$ cat src/timer_zero_pkg.sv
// Purpose: Shared constants for the prescaled 8/16-bit timer/counter
// Assumes: APB with 32-bit data, one register per aligned word
// Notes: Offsets are byte addresses
package timer_zero_pkg;
    localparam logic [7:0] ADDR_COUNT_LOW = 8'h00;
    localparam logic [7:0] ADDR_COUNT_HIGH = 8'h04;
    localparam logic [7:0] ADDR_INT_CTRL = 8'h08;
    localparam logic [7:0] ADDR_TIMER_CTRL = 8'h0c;
    localparam logic [7:0] ADDR_SLEEP_CTRL = 8'h10;
    // timer_control fields
    localparam int TC_TIMER_ON = 7;
    localparam int TC_EIGHT_BIT = 6;
    localparam int TC_CLK_SRC = 5;
    localparam int TC_EDGE_SEL = 4;
    localparam int TC_PRE_BYPASS = 3;
    localparam int TC_RATIO_HI = 2;
    // interrupt_control fields
    localparam int IC_OVF_IE = 5;
    localparam int IC_OVF_FLAG = 2;
    // Reset values
    localparam logic [7:0] TIMER_CTRL_RST = 8'hff;
    localparam logic [7:0] COUNT_HIGH_RST = 8'h00;
    localparam logic [7:0] INT_CTRL_RST = 8'h00;
    localparam logic [15:0] COUNT_RST = 16'h0000;
    // Instruction cycle is four oscillator cycles
    localparam int INSTR_CLKS = 4;
    localparam int WRITE_INHIBIT_CYCLES = 2;
endpackage
$ cat src/timer_zero.sv
// Purpose: 8/16-bit timer/counter with 8-bit prescaler behind an APB slave
// Assumes: i_count_pin may be asynchronous to i_sys_clk; i_sys_clk is the phase clock
// Notes: Registers: low byte, high buffer, interrupt control, timer control, sleep
`timescale 1ns/1ns
module timer_zero (
    // Clock and reset
    input wire logic i_sys_clk,
    input wire logic i_reset,
    // APB slave
    input wire logic i_psel,
    input wire logic i_penable,
    input wire logic i_pwrite,
    input wire logic [7:0] i_paddr,
    input wire logic [31:0] i_pwdata,
    output logic [31:0] o_prdata,
    output logic o_pready,
    output logic o_pslverr,
    // Link and system
    input wire logic i_count_pin,
    input wire logic i_sleep,
    // Interrupt request
    output logic o_overflow_irq
);
    logic [7:0] timer_control_q;
    logic [7:0] count_high_buffer_q;
    logic [15:0] counter_q;
    logic overflow_flag_q;
    logic overflow_int_enable_q;
    logic [7:0] int_ctrl_other_q;
    logic soft_sleep_q;
    logic [7:0] prescale_q;
    logic [1:0] phase_q;
    logic [1:0] inhibit_q;
    logic pin_meta_q;
    logic pin_sync_q;
    logic pin_prev_q;
    logic [31:0] prdata_q;
    logic pready_q;
    logic pslverr_q;
    logic irq_q;

    logic setup;
    logic wr_en;
    logic rd_en;
    logic wr_low;
    logic rd_low;
    logic instr_tick;
    logic ext_edge;
    logic src_tick;
    logic pre_tick;
    logic count_tick;
    logic halted;
    logic eight_bit;
    logic wrap;
    logic [2:0] ratio;
    logic [15:0] counter_d;
    logic addr_ok;
    logic low_carry;

    // Register selects, decoded once from the address
    logic sel_low;
    logic sel_high;
    logic sel_int;
    logic sel_ctrl;
    logic sel_sleep;

    // Write strobes, one per register
    logic wr_high;
    logic wr_int;
    logic wr_ctrl;
    logic wr_sleep;

    // Prescaler compare and edge detection
    logic [7:0] pre_mask;
    logic pre_full;
    logic pre_run;
    logic pin_rise;
    logic pin_fall;

    // Side effects of low byte accesses
    logic inhibit_load;
    logic latch_high;

    // Read path
    logic [7:0] int_ctrl_word;
    logic [31:0] read_word;

    // Address decode; anything else answers with an error
    assign sel_low = i_paddr == timer_zero_pkg::ADDR_COUNT_LOW;
    assign sel_high = i_paddr == timer_zero_pkg::ADDR_COUNT_HIGH;
    assign sel_int = i_paddr == timer_zero_pkg::ADDR_INT_CTRL;
    assign sel_ctrl = i_paddr == timer_zero_pkg::ADDR_TIMER_CTRL;
    assign sel_sleep = i_paddr == timer_zero_pkg::ADDR_SLEEP_CTRL;
    assign addr_ok = sel_low || sel_high || sel_int || sel_ctrl || sel_sleep;

    assign setup = i_psel && !i_penable;
    assign wr_en = setup && i_pwrite && addr_ok;
    assign rd_en = setup && !i_pwrite && addr_ok;
    assign wr_low = wr_en && sel_low;
    assign rd_low = rd_en && sel_low;
    assign wr_high = wr_en && sel_high;
    assign wr_int = wr_en && sel_int;
    assign wr_ctrl = wr_en && sel_ctrl;
    assign wr_sleep = wr_en && sel_sleep;

    assign eight_bit = timer_control_q[timer_zero_pkg::TC_EIGHT_BIT];
    assign ratio = timer_control_q[timer_zero_pkg::TC_RATIO_HI -: 3];
    assign halted = i_sleep || soft_sleep_q || !timer_control_q[timer_zero_pkg::TC_TIMER_ON];

    // One-cycle pulse per instruction cycle
    assign instr_tick = phase_q == 2'(timer_zero_pkg::INSTR_CLKS - 1);

    // Edge selection works on the synchronised pin only
    assign pin_rise = !pin_prev_q && pin_sync_q;
    assign pin_fall = pin_prev_q && !pin_sync_q;
    assign ext_edge = timer_control_q[timer_zero_pkg::TC_EDGE_SEL] ? pin_fall : pin_rise;
    assign src_tick = timer_control_q[timer_zero_pkg::TC_CLK_SRC] ? ext_edge : instr_tick;

    // Mask of the low ratio+1 prescaler bits; all ones there means the next source tick carries out
    for (genvar b = 0; b < 8; b++) begin : g_pre_mask
        assign pre_mask[b] = 3'(b) <= ratio;
    end

    assign pre_full = (prescale_q & pre_mask) == pre_mask;
    assign pre_tick = src_tick && pre_full;
    assign pre_run = src_tick && !halted && !timer_control_q[timer_zero_pkg::TC_PRE_BYPASS];
    assign count_tick = !halted && inhibit_q == 2'd0 && !wr_low
        && (timer_control_q[timer_zero_pkg::TC_PRE_BYPASS] ? src_tick : pre_tick);
    assign wrap = count_tick && (eight_bit ? counter_q[7:0] == 8'hff : counter_q == 16'hffff);

    // Only timer mode loses ticks after a write; an external edge is lost only in the write cycle itself
    assign inhibit_load = wr_low && !timer_control_q[timer_zero_pkg::TC_CLK_SRC];
    // In 8-bit mode the buffer keeps what software last wrote
    assign latch_high = rd_low && !eight_bit;

    // Low byte always counts; the high byte only takes its carry in 16-bit mode
    always_comb begin
        counter_d = counter_q;
        low_carry = 1'b0;
        if (count_tick) begin
            {low_carry, counter_d[7:0]} = {1'b0, counter_q[7:0]} + 9'h001;
            if (!eight_bit && low_carry) begin
                counter_d[15:8] = counter_q[15:8] + 8'h01;
            end
        end
    end

    // Pin synchroniser: only the second stage is looked at
    always_ff @(posedge i_sys_clk) begin
        if (i_reset) begin
            pin_meta_q <= 1'b0;
            pin_sync_q <= 1'b0;
        end else begin
            pin_meta_q <= i_count_pin;
            pin_sync_q <= pin_meta_q;
        end
    end

    // Edge history resets to the idle low level so no false edge follows reset
    always_ff @(posedge i_sys_clk) begin
        if (i_reset) begin
            pin_prev_q <= 1'b0;
        end else begin
            pin_prev_q <= pin_sync_q;
        end
    end

    always_ff @(posedge i_sys_clk) begin
        if (i_reset) begin
            phase_q <= 2'd0;
        end else begin
            phase_q <= phase_q + 2'd1;
        end
    end

    // Prescaler: invisible to software, cleared by any counter write
    always_ff @(posedge i_sys_clk) begin
        if (i_reset) begin
            prescale_q <= 8'h00;
        end else if (wr_low) begin
            prescale_q <= 8'h00;
        end else if (pre_run) begin
            prescale_q <= prescale_q + 8'h01;
        end
    end

    // Write inhibit counted in instruction cycles
    always_ff @(posedge i_sys_clk) begin
        if (i_reset) begin
            inhibit_q <= 2'd0;
        end else if (inhibit_load) begin
            inhibit_q <= 2'(timer_zero_pkg::WRITE_INHIBIT_CYCLES);
        end else if (instr_tick && inhibit_q != 2'd0) begin
            inhibit_q <= inhibit_q - 2'd1;
        end
    end

    // Counter: the true high byte is loaded only from the buffer
    always_ff @(posedge i_sys_clk) begin
        if (i_reset) begin
            counter_q <= timer_zero_pkg::COUNT_RST;
        end else if (wr_low) begin
            counter_q <= {count_high_buffer_q, i_pwdata[7:0]};
        end else begin
            counter_q <= counter_d;
        end
    end

    always_ff @(posedge i_sys_clk) begin
        if (i_reset) begin
            count_high_buffer_q <= timer_zero_pkg::COUNT_HIGH_RST;
        end else if (wr_high) begin
            count_high_buffer_q <= i_pwdata[7:0];
        end else if (latch_high) begin
            count_high_buffer_q <= counter_q[15:8];
        end
    end

    always_ff @(posedge i_sys_clk) begin
        if (i_reset) begin
            timer_control_q <= timer_zero_pkg::TIMER_CTRL_RST;
        end else if (wr_ctrl) begin
            timer_control_q <= i_pwdata[7:0];
        end
    end

    always_ff @(posedge i_sys_clk) begin
        if (i_reset) begin
            soft_sleep_q <= 1'b0;
        end else if (wr_sleep) begin
            soft_sleep_q <= i_pwdata[0];
        end
    end

    // Plain storage for the interrupt control bits this block does not own
    always_ff @(posedge i_sys_clk) begin
        if (i_reset) begin
            int_ctrl_other_q <= timer_zero_pkg::INT_CTRL_RST;
        end else if (wr_int) begin
            int_ctrl_other_q <= i_pwdata[7:0];
        end
    end

    always_ff @(posedge i_sys_clk) begin
        if (i_reset) begin
            overflow_int_enable_q <= timer_zero_pkg::INT_CTRL_RST[timer_zero_pkg::IC_OVF_IE];
        end else if (wr_int) begin
            overflow_int_enable_q <= i_pwdata[timer_zero_pkg::IC_OVF_IE];
        end
    end

    // Overflow flag: the wrap wins over a clearing write in the same cycle
    always_ff @(posedge i_sys_clk) begin
        if (i_reset) begin
            overflow_flag_q <= timer_zero_pkg::INT_CTRL_RST[timer_zero_pkg::IC_OVF_FLAG];
        end else if (wrap) begin
            overflow_flag_q <= 1'b1;
        end else if (wr_int) begin
            overflow_flag_q <= i_pwdata[timer_zero_pkg::IC_OVF_FLAG];
        end
    end

    always_ff @(posedge i_sys_clk) begin
        if (i_reset) begin
            irq_q <= 1'b0;
        end else begin
            irq_q <= overflow_flag_q && overflow_int_enable_q;
        end
    end

    assign int_ctrl_word = {int_ctrl_other_q[7:6], overflow_int_enable_q, int_ctrl_other_q[4:3], overflow_flag_q,
        int_ctrl_other_q[1:0]};

    // Read mux; the counter's true high byte is never on it
    always_comb begin
        read_word = 32'h0000_0000;
        case (i_paddr)
            timer_zero_pkg::ADDR_COUNT_LOW: begin
                read_word = {24'h000000, counter_q[7:0]};
            end
            timer_zero_pkg::ADDR_COUNT_HIGH: begin
                read_word = {24'h000000, count_high_buffer_q};
            end
            timer_zero_pkg::ADDR_INT_CTRL: begin
                read_word = {24'h000000, int_ctrl_word};
            end
            timer_zero_pkg::ADDR_TIMER_CTRL: begin
                read_word = {24'h000000, timer_control_q};
            end
            timer_zero_pkg::ADDR_SLEEP_CTRL: begin
                read_word = {31'h00000000, soft_sleep_q};
            end
            default: begin
                read_word = 32'h0000_0000;
            end
        endcase
    end

    // APB: answer in the first access cycle, no wait states
    always_ff @(posedge i_sys_clk) begin
        if (i_reset) begin
            pready_q <= 1'b0;
        end else begin
            pready_q <= setup;
        end
    end

    always_ff @(posedge i_sys_clk) begin
        if (i_reset) begin
            pslverr_q <= 1'b0;
        end else begin
            pslverr_q <= setup && !addr_ok;
        end
    end

    // Read data is zero outside a read answer so stale values never linger on the bus
    always_ff @(posedge i_sys_clk) begin
        if (i_reset) begin
            prdata_q <= 32'h0000_0000;
        end else if (rd_en) begin
            prdata_q <= read_word;
        end else begin
            prdata_q <= 32'h0000_0000;
        end
    end

    assign o_prdata = prdata_q;
    assign o_pready = pready_q;
    assign o_pslverr = pslverr_q;
    assign o_overflow_irq = irq_q;
endmodule

$ cat config.mk
export PLATFORM = sky130hd
export DESIGN_NAME = timer_zero
export DESIGN_NICKNAME = d
export VERILOG_FILES = /design/src/timer_zero_pkg.sv /design/src/timer_zero.sv
export SDC_FILE = /design/constraint.sdc
export NUM_CORES = 1
export LEC_CHECK = 0
export BUFFER_PORTS_ARGS = -buffer_cell sky130_fd_sc_hd__buf_2
export CAP_MARGIN = 20
export CORE_AREA = 2 2 91 93
export CTS_BUF_LIST = sky130_fd_sc_hd__clkbuf_16
export DETAILED_ROUTE_END_ITERATION = 10
export DIE_AREA = 0 0 93 95
export GPL_TIMING_DRIVEN = 0
export PLACE_DENSITY = 0.74
export SLEW_MARGIN = 15
export SYNTH_ARGS = -nofsm -noshare
export SYNTH_HDL_FRONTEND = slang
export SYNTH_SLANG_ARGS = --single-unit
$ cat constraint.sdc
create_clock -name i_sys_clk -period 2.11 [get_ports i_sys_clk]
set_input_delay 0.422 -clock i_sys_clk [delete_from_list [all_inputs] [get_ports i_sys_clk]]
set_output_delay 0.422 -clock i_sys_clk [all_outputs]
set_load 0.02 [all_outputs]
==> impl_metrics.py, run 1 <==
metrics = {
    "timing": {
        "rsz0062_at_grt": "yes",
        "slew_violations": 0,
        "tightest_slew_ns": 0.727,
        "slew_headroom_pct": 51.2,
        "fin_crit_ns": 2.06,
        "hold_violations": 0,
        "fin_hold_ws_ns": 0.305,
        "setup_violations": 0,
        "fin_skew_ns": 0.00431,
        "max_freq_mhz": 485,
        "post-route-period-util_pct": 97.7,
    },
    "clock_network": {
        "tritoncts": "yes",
        "holdBufCountCts": 0,
        "h-tree-depth": 3,
        "cts_buffer_depth": 2,
        "clock_latency_ns": 0.33,
        "cts_inserted_buffers": 9,
        "root_buffer": "clkbuf_16",
        "cts_sinks": 67,
        "clk_pin_slew_ns": 0.05,
    },
    "route": {
        "wl_per_cell_um": 15.8,
        "initialDrtViolationCount": 322,
        "vias": 3002,
        "drc": 0,
        "drt_pre_antenna_iters": 4,
        "routed_via_density": 5.34,
        "antenna_left": 0,
        "drt_wl_total_um": 8850,
    },
    "job": {
        "cap_viol_max_count": 0,
    },
    "placed_design": {
        "dp_hpwl_um": 6490,
        "place_inst": 538,
        "dpl_cell_area_sq_um": 3810,
        "place_congestion": 0.913,
        "portBuffers": 31,
    },
    "logic_synthesis": {
        "yosys-top-cells-area": "dfxtp_1 39%, nor2_1 6.9%, mux2i_1 5.9%, buf_4 5.3%, mux4_2 4.6%",
        "netlist.area_leader.share_pct": 39.3,
        "syn_area_per_cell_sq_um": 9.00,
        "yosys_warnings": 0,
        "yosys_register_bits": 67,
        "synthArstFlopShare_pct": 0,
        "syn-instance-count": 379,
        "syn_area_sq_um": 3410,
        "seq_area_frac_synth_pct": 39.3,
        "ys_types": 50,
        "ys.flop_type": "dfxtp_1",
        "yosysTopAreaCell": "dfxtp_1",
        "synth_edf_count": 0,
    },
    "critical_path": {
        "required_ns": 2.36,
        "critPathKind": "register to register",
        "crit_path_max_fanout": 10,
        "worstSetupStartpointType": "register",
        "worstPathArrival_ns": 2.31,
        "worst_setup_path_end_kind": "register",
    },
    "final_layout": {
        "final_layout_size_suffix_gt1_share_pct": 27.1,
        "area_growth_pct": 27.0,
        "instances_no_fill": 562,
        "layout_common_cells": "62 x nor2_1, 61 x dfxtp_1, 33 x buf_4",
        "layout_commonest_cell": "nor2_1",
        "diodes": 0,
        "layout.nets": 504,
        "stdcell_area_sq_um": 4330,
    },
    "floorplan": {
        "coreArea_sq_um": 7930,
        "die_w_um": 93,
        "pin_count": 82,
        "die-area_sq_um": 8840,
        "die_h_um": 95,
        "initial_core_util_pct": 43.0,
        "fp-row-count": 33,
    },
    "outcome": {
        "status": "finished clean",
    },
    "global_routing": {
        "track_usage_pct": 21.0,
        "antenna_found_initial": 0,
        "grt_pass1_wl_um": 14100,
        "grt-ovfl-total": 0,
        "grt_pass1_vias": 2809,
        "grt_max_degree": 12,
    },
    "min_path": {
        "hold_class": "primary input to register",
    },
    "power_and_ir_drop": {
        "ir_worst_vdd_v": 0.000518,
        "cellLeakagePower_nw": 1.83,
        "power.density_nw_per_um2": 702,
    },
}
[layout make-up]
type	count	area, sq um
tap	105	131
fill	692	3600
clock inverter	7	85.1
timing repair buffer	41	246
sequential	67	1350
inverter	14	52.6
multi-input combinational	276	1970
buffer	43	269
clock buffer	9	225
[flip-flops by register name, summed over array words and instances (netlist names), 2 cells and up]
register             count
int_ctrl_other_q         7
phase_q                  2
inhibit_q                2
timer_control_q          8
count_high_buffer_q      8
o_prdata                 8
counter_q               16
prescale_q               8
[routing by layer]
metal,track usage [%],routed length [um]
met4,8.58,207
met3,5.67,601
met1,26.4,3710
met5,0,0
met2,34.1,4330
[Yosys cell counts, types with 2 or more instances]
cell type  number
dfxtp_1        67
nor2_1         63
buf_4          24
mux2i_1        20
a211oi_1       18
clkbuf_1       18
inv_1          14
xor2_1         13
and3_1         10
nand3_1        10
nand4_1        10
nand2_1         9
a211o_1         8
mux4_2          7
nor3_1          7
o21ai_0         7
nor2b_1         6
ha_1            5
nor4_1          5
a21oi_1         4
a311oi_1        4
nand2b_1        4
o31ai_1         4
or4_1           4
and2_1          3
nand3b_1        3
o21bai_1        3
xnor2_1         3
a21boi_0        2
buf_2           2
nor3b_1         2
or3_1           2
[where the power goes]
group	leakage (nW)	switching, mW	internal, mW
Combinational	1.12	0.128	0.0816
Clock	0.158	0.534	1.02
Sequential	0.543	0.00411	1.27
[worst paths after layout]
check / from / endpoint / slack [ns] / depth (start not counted)
min: i_count_pin / pin_meta_q$_SDFF_PP0_ / 0.31 / 2
max: timer_control_q[4]$_SDFFE_PP1P_ / counter_q[8]$_SDFFE_PP0P_ / 0.05 / 7
min reg2reg: phase_q[0]$_SDFF_PP0_ / phase_q[0]$_SDFF_PP0_ / 0.43 / 1
max reg2reg: timer_control_q[4]$_SDFFE_PP1P_ / counter_q[8]$_SDFFE_PP0P_ / 0.05 / 7
[cells by family (layout without fill, tap and decap cells)]
family                   after synthesis  count (layout)  share of synthesized area (%)
flip-flops                            67              67                           39.3
buffers and inverters                 59             114                           9.21
XOR/XNOR                              16              16                           4.11
AO/OA/AOI/OAI                         59              59                           12.9
other                                  1              24                          0.110
AND/OR/NAND/NOR                      145             145                           22.0
adder cells (fa/ha/maj)                5               5                           1.83
multiplexers                          27              27                           10.5
[stage by stage]
stage / power, mW / setup WS [ns] / util (%) / TNS (ns)
2_1_floorplan: 1.44 / -0.00252 / - / -0.00252
3_3_place_gp: 1.50 / -0.541 / 48.0 / -10.10
3_5_place_dp: 1.50 / -0.570 / 48.0 / -11.18
4_1_cts: 3.05 / -0.0322 / 52.7 / -0.0322
5_1_grt: 3.15 / -0.0382 / 54.6 / -0.0607
6_report: 3.04 / 0.0491 / 54.6 / 0
[worst max-delay path, cell delays in order, from the launching register on]
cell	delay, ns
dfxtp_1	0.41
nand2_1	0.10
o221a_4	0.32
nor2_4	0.14
nand3_2	0.09
buf_6	0.16
or4_1	0.51
a311oi_2	0.23
[what timing repair did]
action                                  CTS  global route
endpoints found under the setup margin   15            35
setup buffers                             3             7
pin swaps                                 3            11
gates resized for setup                  10            31
hold endpoints to repair                  0             0
Note: power is estimated with default switching activity, not from simulation.
==> run 2: changes to the inputs <==
--- a/config.mk
+++ b/config.mk
@@ -7,12 +7,13 @@
 export LEC_CHECK = 0
 export BUFFER_PORTS_ARGS = -buffer_cell sky130_fd_sc_hd__buf_2
 export CAP_MARGIN = 20
-export CORE_AREA = 2 2 91 93
+export CORE_AREA = 2 2 120 122
 export CTS_BUF_LIST = sky130_fd_sc_hd__clkbuf_16
+export CTS_CLUSTER_DIAMETER = 150
 export DETAILED_ROUTE_END_ITERATION = 10
-export DIE_AREA = 0 0 93 95
+export DIE_AREA = 0 0 122 124
 export GPL_TIMING_DRIVEN = 0
-export PLACE_DENSITY = 0.74
+export PLACE_DENSITY_LB_ADDON = 0.15
 export SLEW_MARGIN = 15
 export SYNTH_ARGS = -nofsm -noshare
 export SYNTH_HDL_FRONTEND = slang
==> run 2 against run 1 <==
Global-route usage down 6.9 points. Hold slack worse by 0.022 ns. Register-to-register slack worse by 0.02 ns. Core utilization down 23 points. Via count down 0.67%. Sequential power about the same. Critical path type unchanged.
==> impl_metrics.py, run 2 (synthesis gave the netlist of run 1 again) <==
metrics = {
    "power_and_ir_drop": {
        "p_total_mw": 2.96,
        "cellLeakagePower_nw": 1.79,
        "ir_worst_vdd_v": 0.000294,
        "power.density_nw_per_um2": 681,
    },
    "timing": {
        "worst_slack_ns": 0.0263,
        "max_freq_mhz": 480,
        "hold_violations": 0,
        "slew_headroom_pct": 49.1,
        "tightest_slew_ns": 0.757,
        "setup_violations": 0,
        "rsz0062_at_grt": "yes",
        "fin_hold_ws_ns": 0.283,
        "fin_crit_ns": 2.08,
        "slew_violations": 0,
        "finalSetupTns_ns": 0,
        "fin_skew_ns": 0.00458,
        "post-route-period-util_pct": 98.8,
    },
    "global_routing": {
        "grt_use_met2_pct": 22.5,
        "grt_use_met1_pct": 17.9,
        "grt-ovfl-total": 0,
        "track_usage_pct": 14.1,
        "grt.met3_usage_pct": 4.62,
        "grt_max_degree": 12,
        "antenna_found_initial": 0,
        "top_usage_layer": "met2",
        "grt_pass1_vias": 2704,
        "grt_pass1_wl_um": 15500,
    },
    "route": {
        "routed_via_density": 4.70,
        "antenna_left": 0,
        "initialDrtViolationCount": 203,
        "vias": 2982,
        "drc": 0,
        "drt_pre_antenna_iters": 4,
        "wl_per_cell_um": 16.2,
        "drt_wl_total_um": 10300,
    },
    "final_layout": {
        "layout_common_cells": "62 x nor2_1, 61 x dfxtp_1, 34 x buf_2",
        "final_layout_size_suffix_gt1_share_pct": 25.9,
        "layout.nets": 502,
        "layout_commonest_cell": "nor2_1",
        "area_growth_pct": 27.4,
        "fill_cells": 1480,
        "top_register": "counter_q",
        "seq_area_sq_um": 1350,
        "largest_reg_flops": 16,
        "multiInputGateArea_sq_um": 1930,
        "diodes": 0,
    },
    "placed_design": {
        "place_congestion": 0.794,
        "dp_hpwl_um": 7520,
        "portBuffers": 31,
        "pre_cts_ws_ns": -0.542,
    },
    "critical_path": {
        "crit_path_max_fanout": 5,
        "required_ns": 2.37,
        "worstSetupStartpointType": "register",
        "critPathKind": "register to register",
        "worstPathArrival_ns": 2.34,
        "worst_setup_path_end_kind": "register",
    },
    "clock_network": {
        "root_buffer": "clkbuf_16",
        "cts_inserted_buffers": 9,
        "cts_buffer_depth": 2,
        "cts_sinks": 67,
        "tritoncts": "yes",
        "h-tree-depth": 3,
        "clock_latency_ns": 0.35,
        "clk_pin_slew_ns": 0.06,
    },
    "outcome": {
        "status": "finished clean",
    },
    "min_path": {
        "hold_class": "primary input to register",
    },
    "floorplan": {
        "initial_core_util_pct": 24.9,
        "coreArea_sq_um": 13700,
        "die_h_um": 124,
        "pin_count": 82,
        "die-area_sq_um": 15100,
        "fp-row-count": 43,
        "die_w_um": 122,
    },
    "job": {
        "cap_viol_max_count": 0,
    },
}
## run 2: layer usage
| metal | wire length, um | part of all wire, % |
|---|---|---|
| met1 | 4590 | 45 |
| met2 | 4840 | 47 |
| met3 | 633 | 6.2 |
| met4 | 211 | 2.1 |
| met5 | 0 | 0 |
## run 2: critical path, cell delays in order (launching register included)
cell      delay [ns]
dfxtp_2         0.34
nand2b_1        0.15
o221a_4         0.28
nor2_2          0.16
nand3_2         0.10
buf_4           0.17
or4_1           0.52
a311oi_2        0.27
## run 2: power breakdown
group | leakage, nW | internal (mW) | switching [mW]
clock | 0.144 | 0.898 | 0.571
combinational | 1.10 | 0.0801 | 0.132
sequential | 0.540 | 1.27 | 0.00408
## run 2: path summary, 6_finish.rpt
path	depth (start not counted)	from	slack, ns	end
max	7	timer_control_q[4]$_SDFFE_PP1P_	0.03	counter_q[9]$_SDFFE_PP0P_
min	2	i_count_pin	0.28	pin_meta_q$_SDFF_PP0_
max reg2reg	7	timer_control_q[4]$_SDFFE_PP1P_	0.03	counter_q[9]$_SDFFE_PP0P_
min reg2reg	1	phase_q[0]$_SDFF_PP0_	0.42	phase_q[0]$_SDFF_PP0_
## run 2: final cells by class
cell class                      count  share of cell area (%)
Multi-Input combinational cell    276                    44.5
Sequential cell                    67                    31.0
Buffer                             42                    6.13
Timing Repair Buffer               40                    5.41
Clock buffer                        9                    5.18
Tap cell                          180                    5.18
Clock inverter                      7                    1.38
Inverter                           14                    1.21
## run 2: timing repair
action	in CTS	in global routing
buffers inserted	6	3
pin swaps	6	3
resized for setup	13	23
hold buffers	0	0
endpoints found under the hold margin	0	0
endpoints found under the setup margin	25	31
## run 2: through the flow
step,cell area [sq um],instances,util (%)
4_1_cts,4280,635,31.2
3_5_place_dp,3900,613,28.4
6_report,4350,635,31.7
3_3_place_gp,3900,613,28.4
2_1_floorplan,3520,402,-
5_1_grt,4350,635,31.7
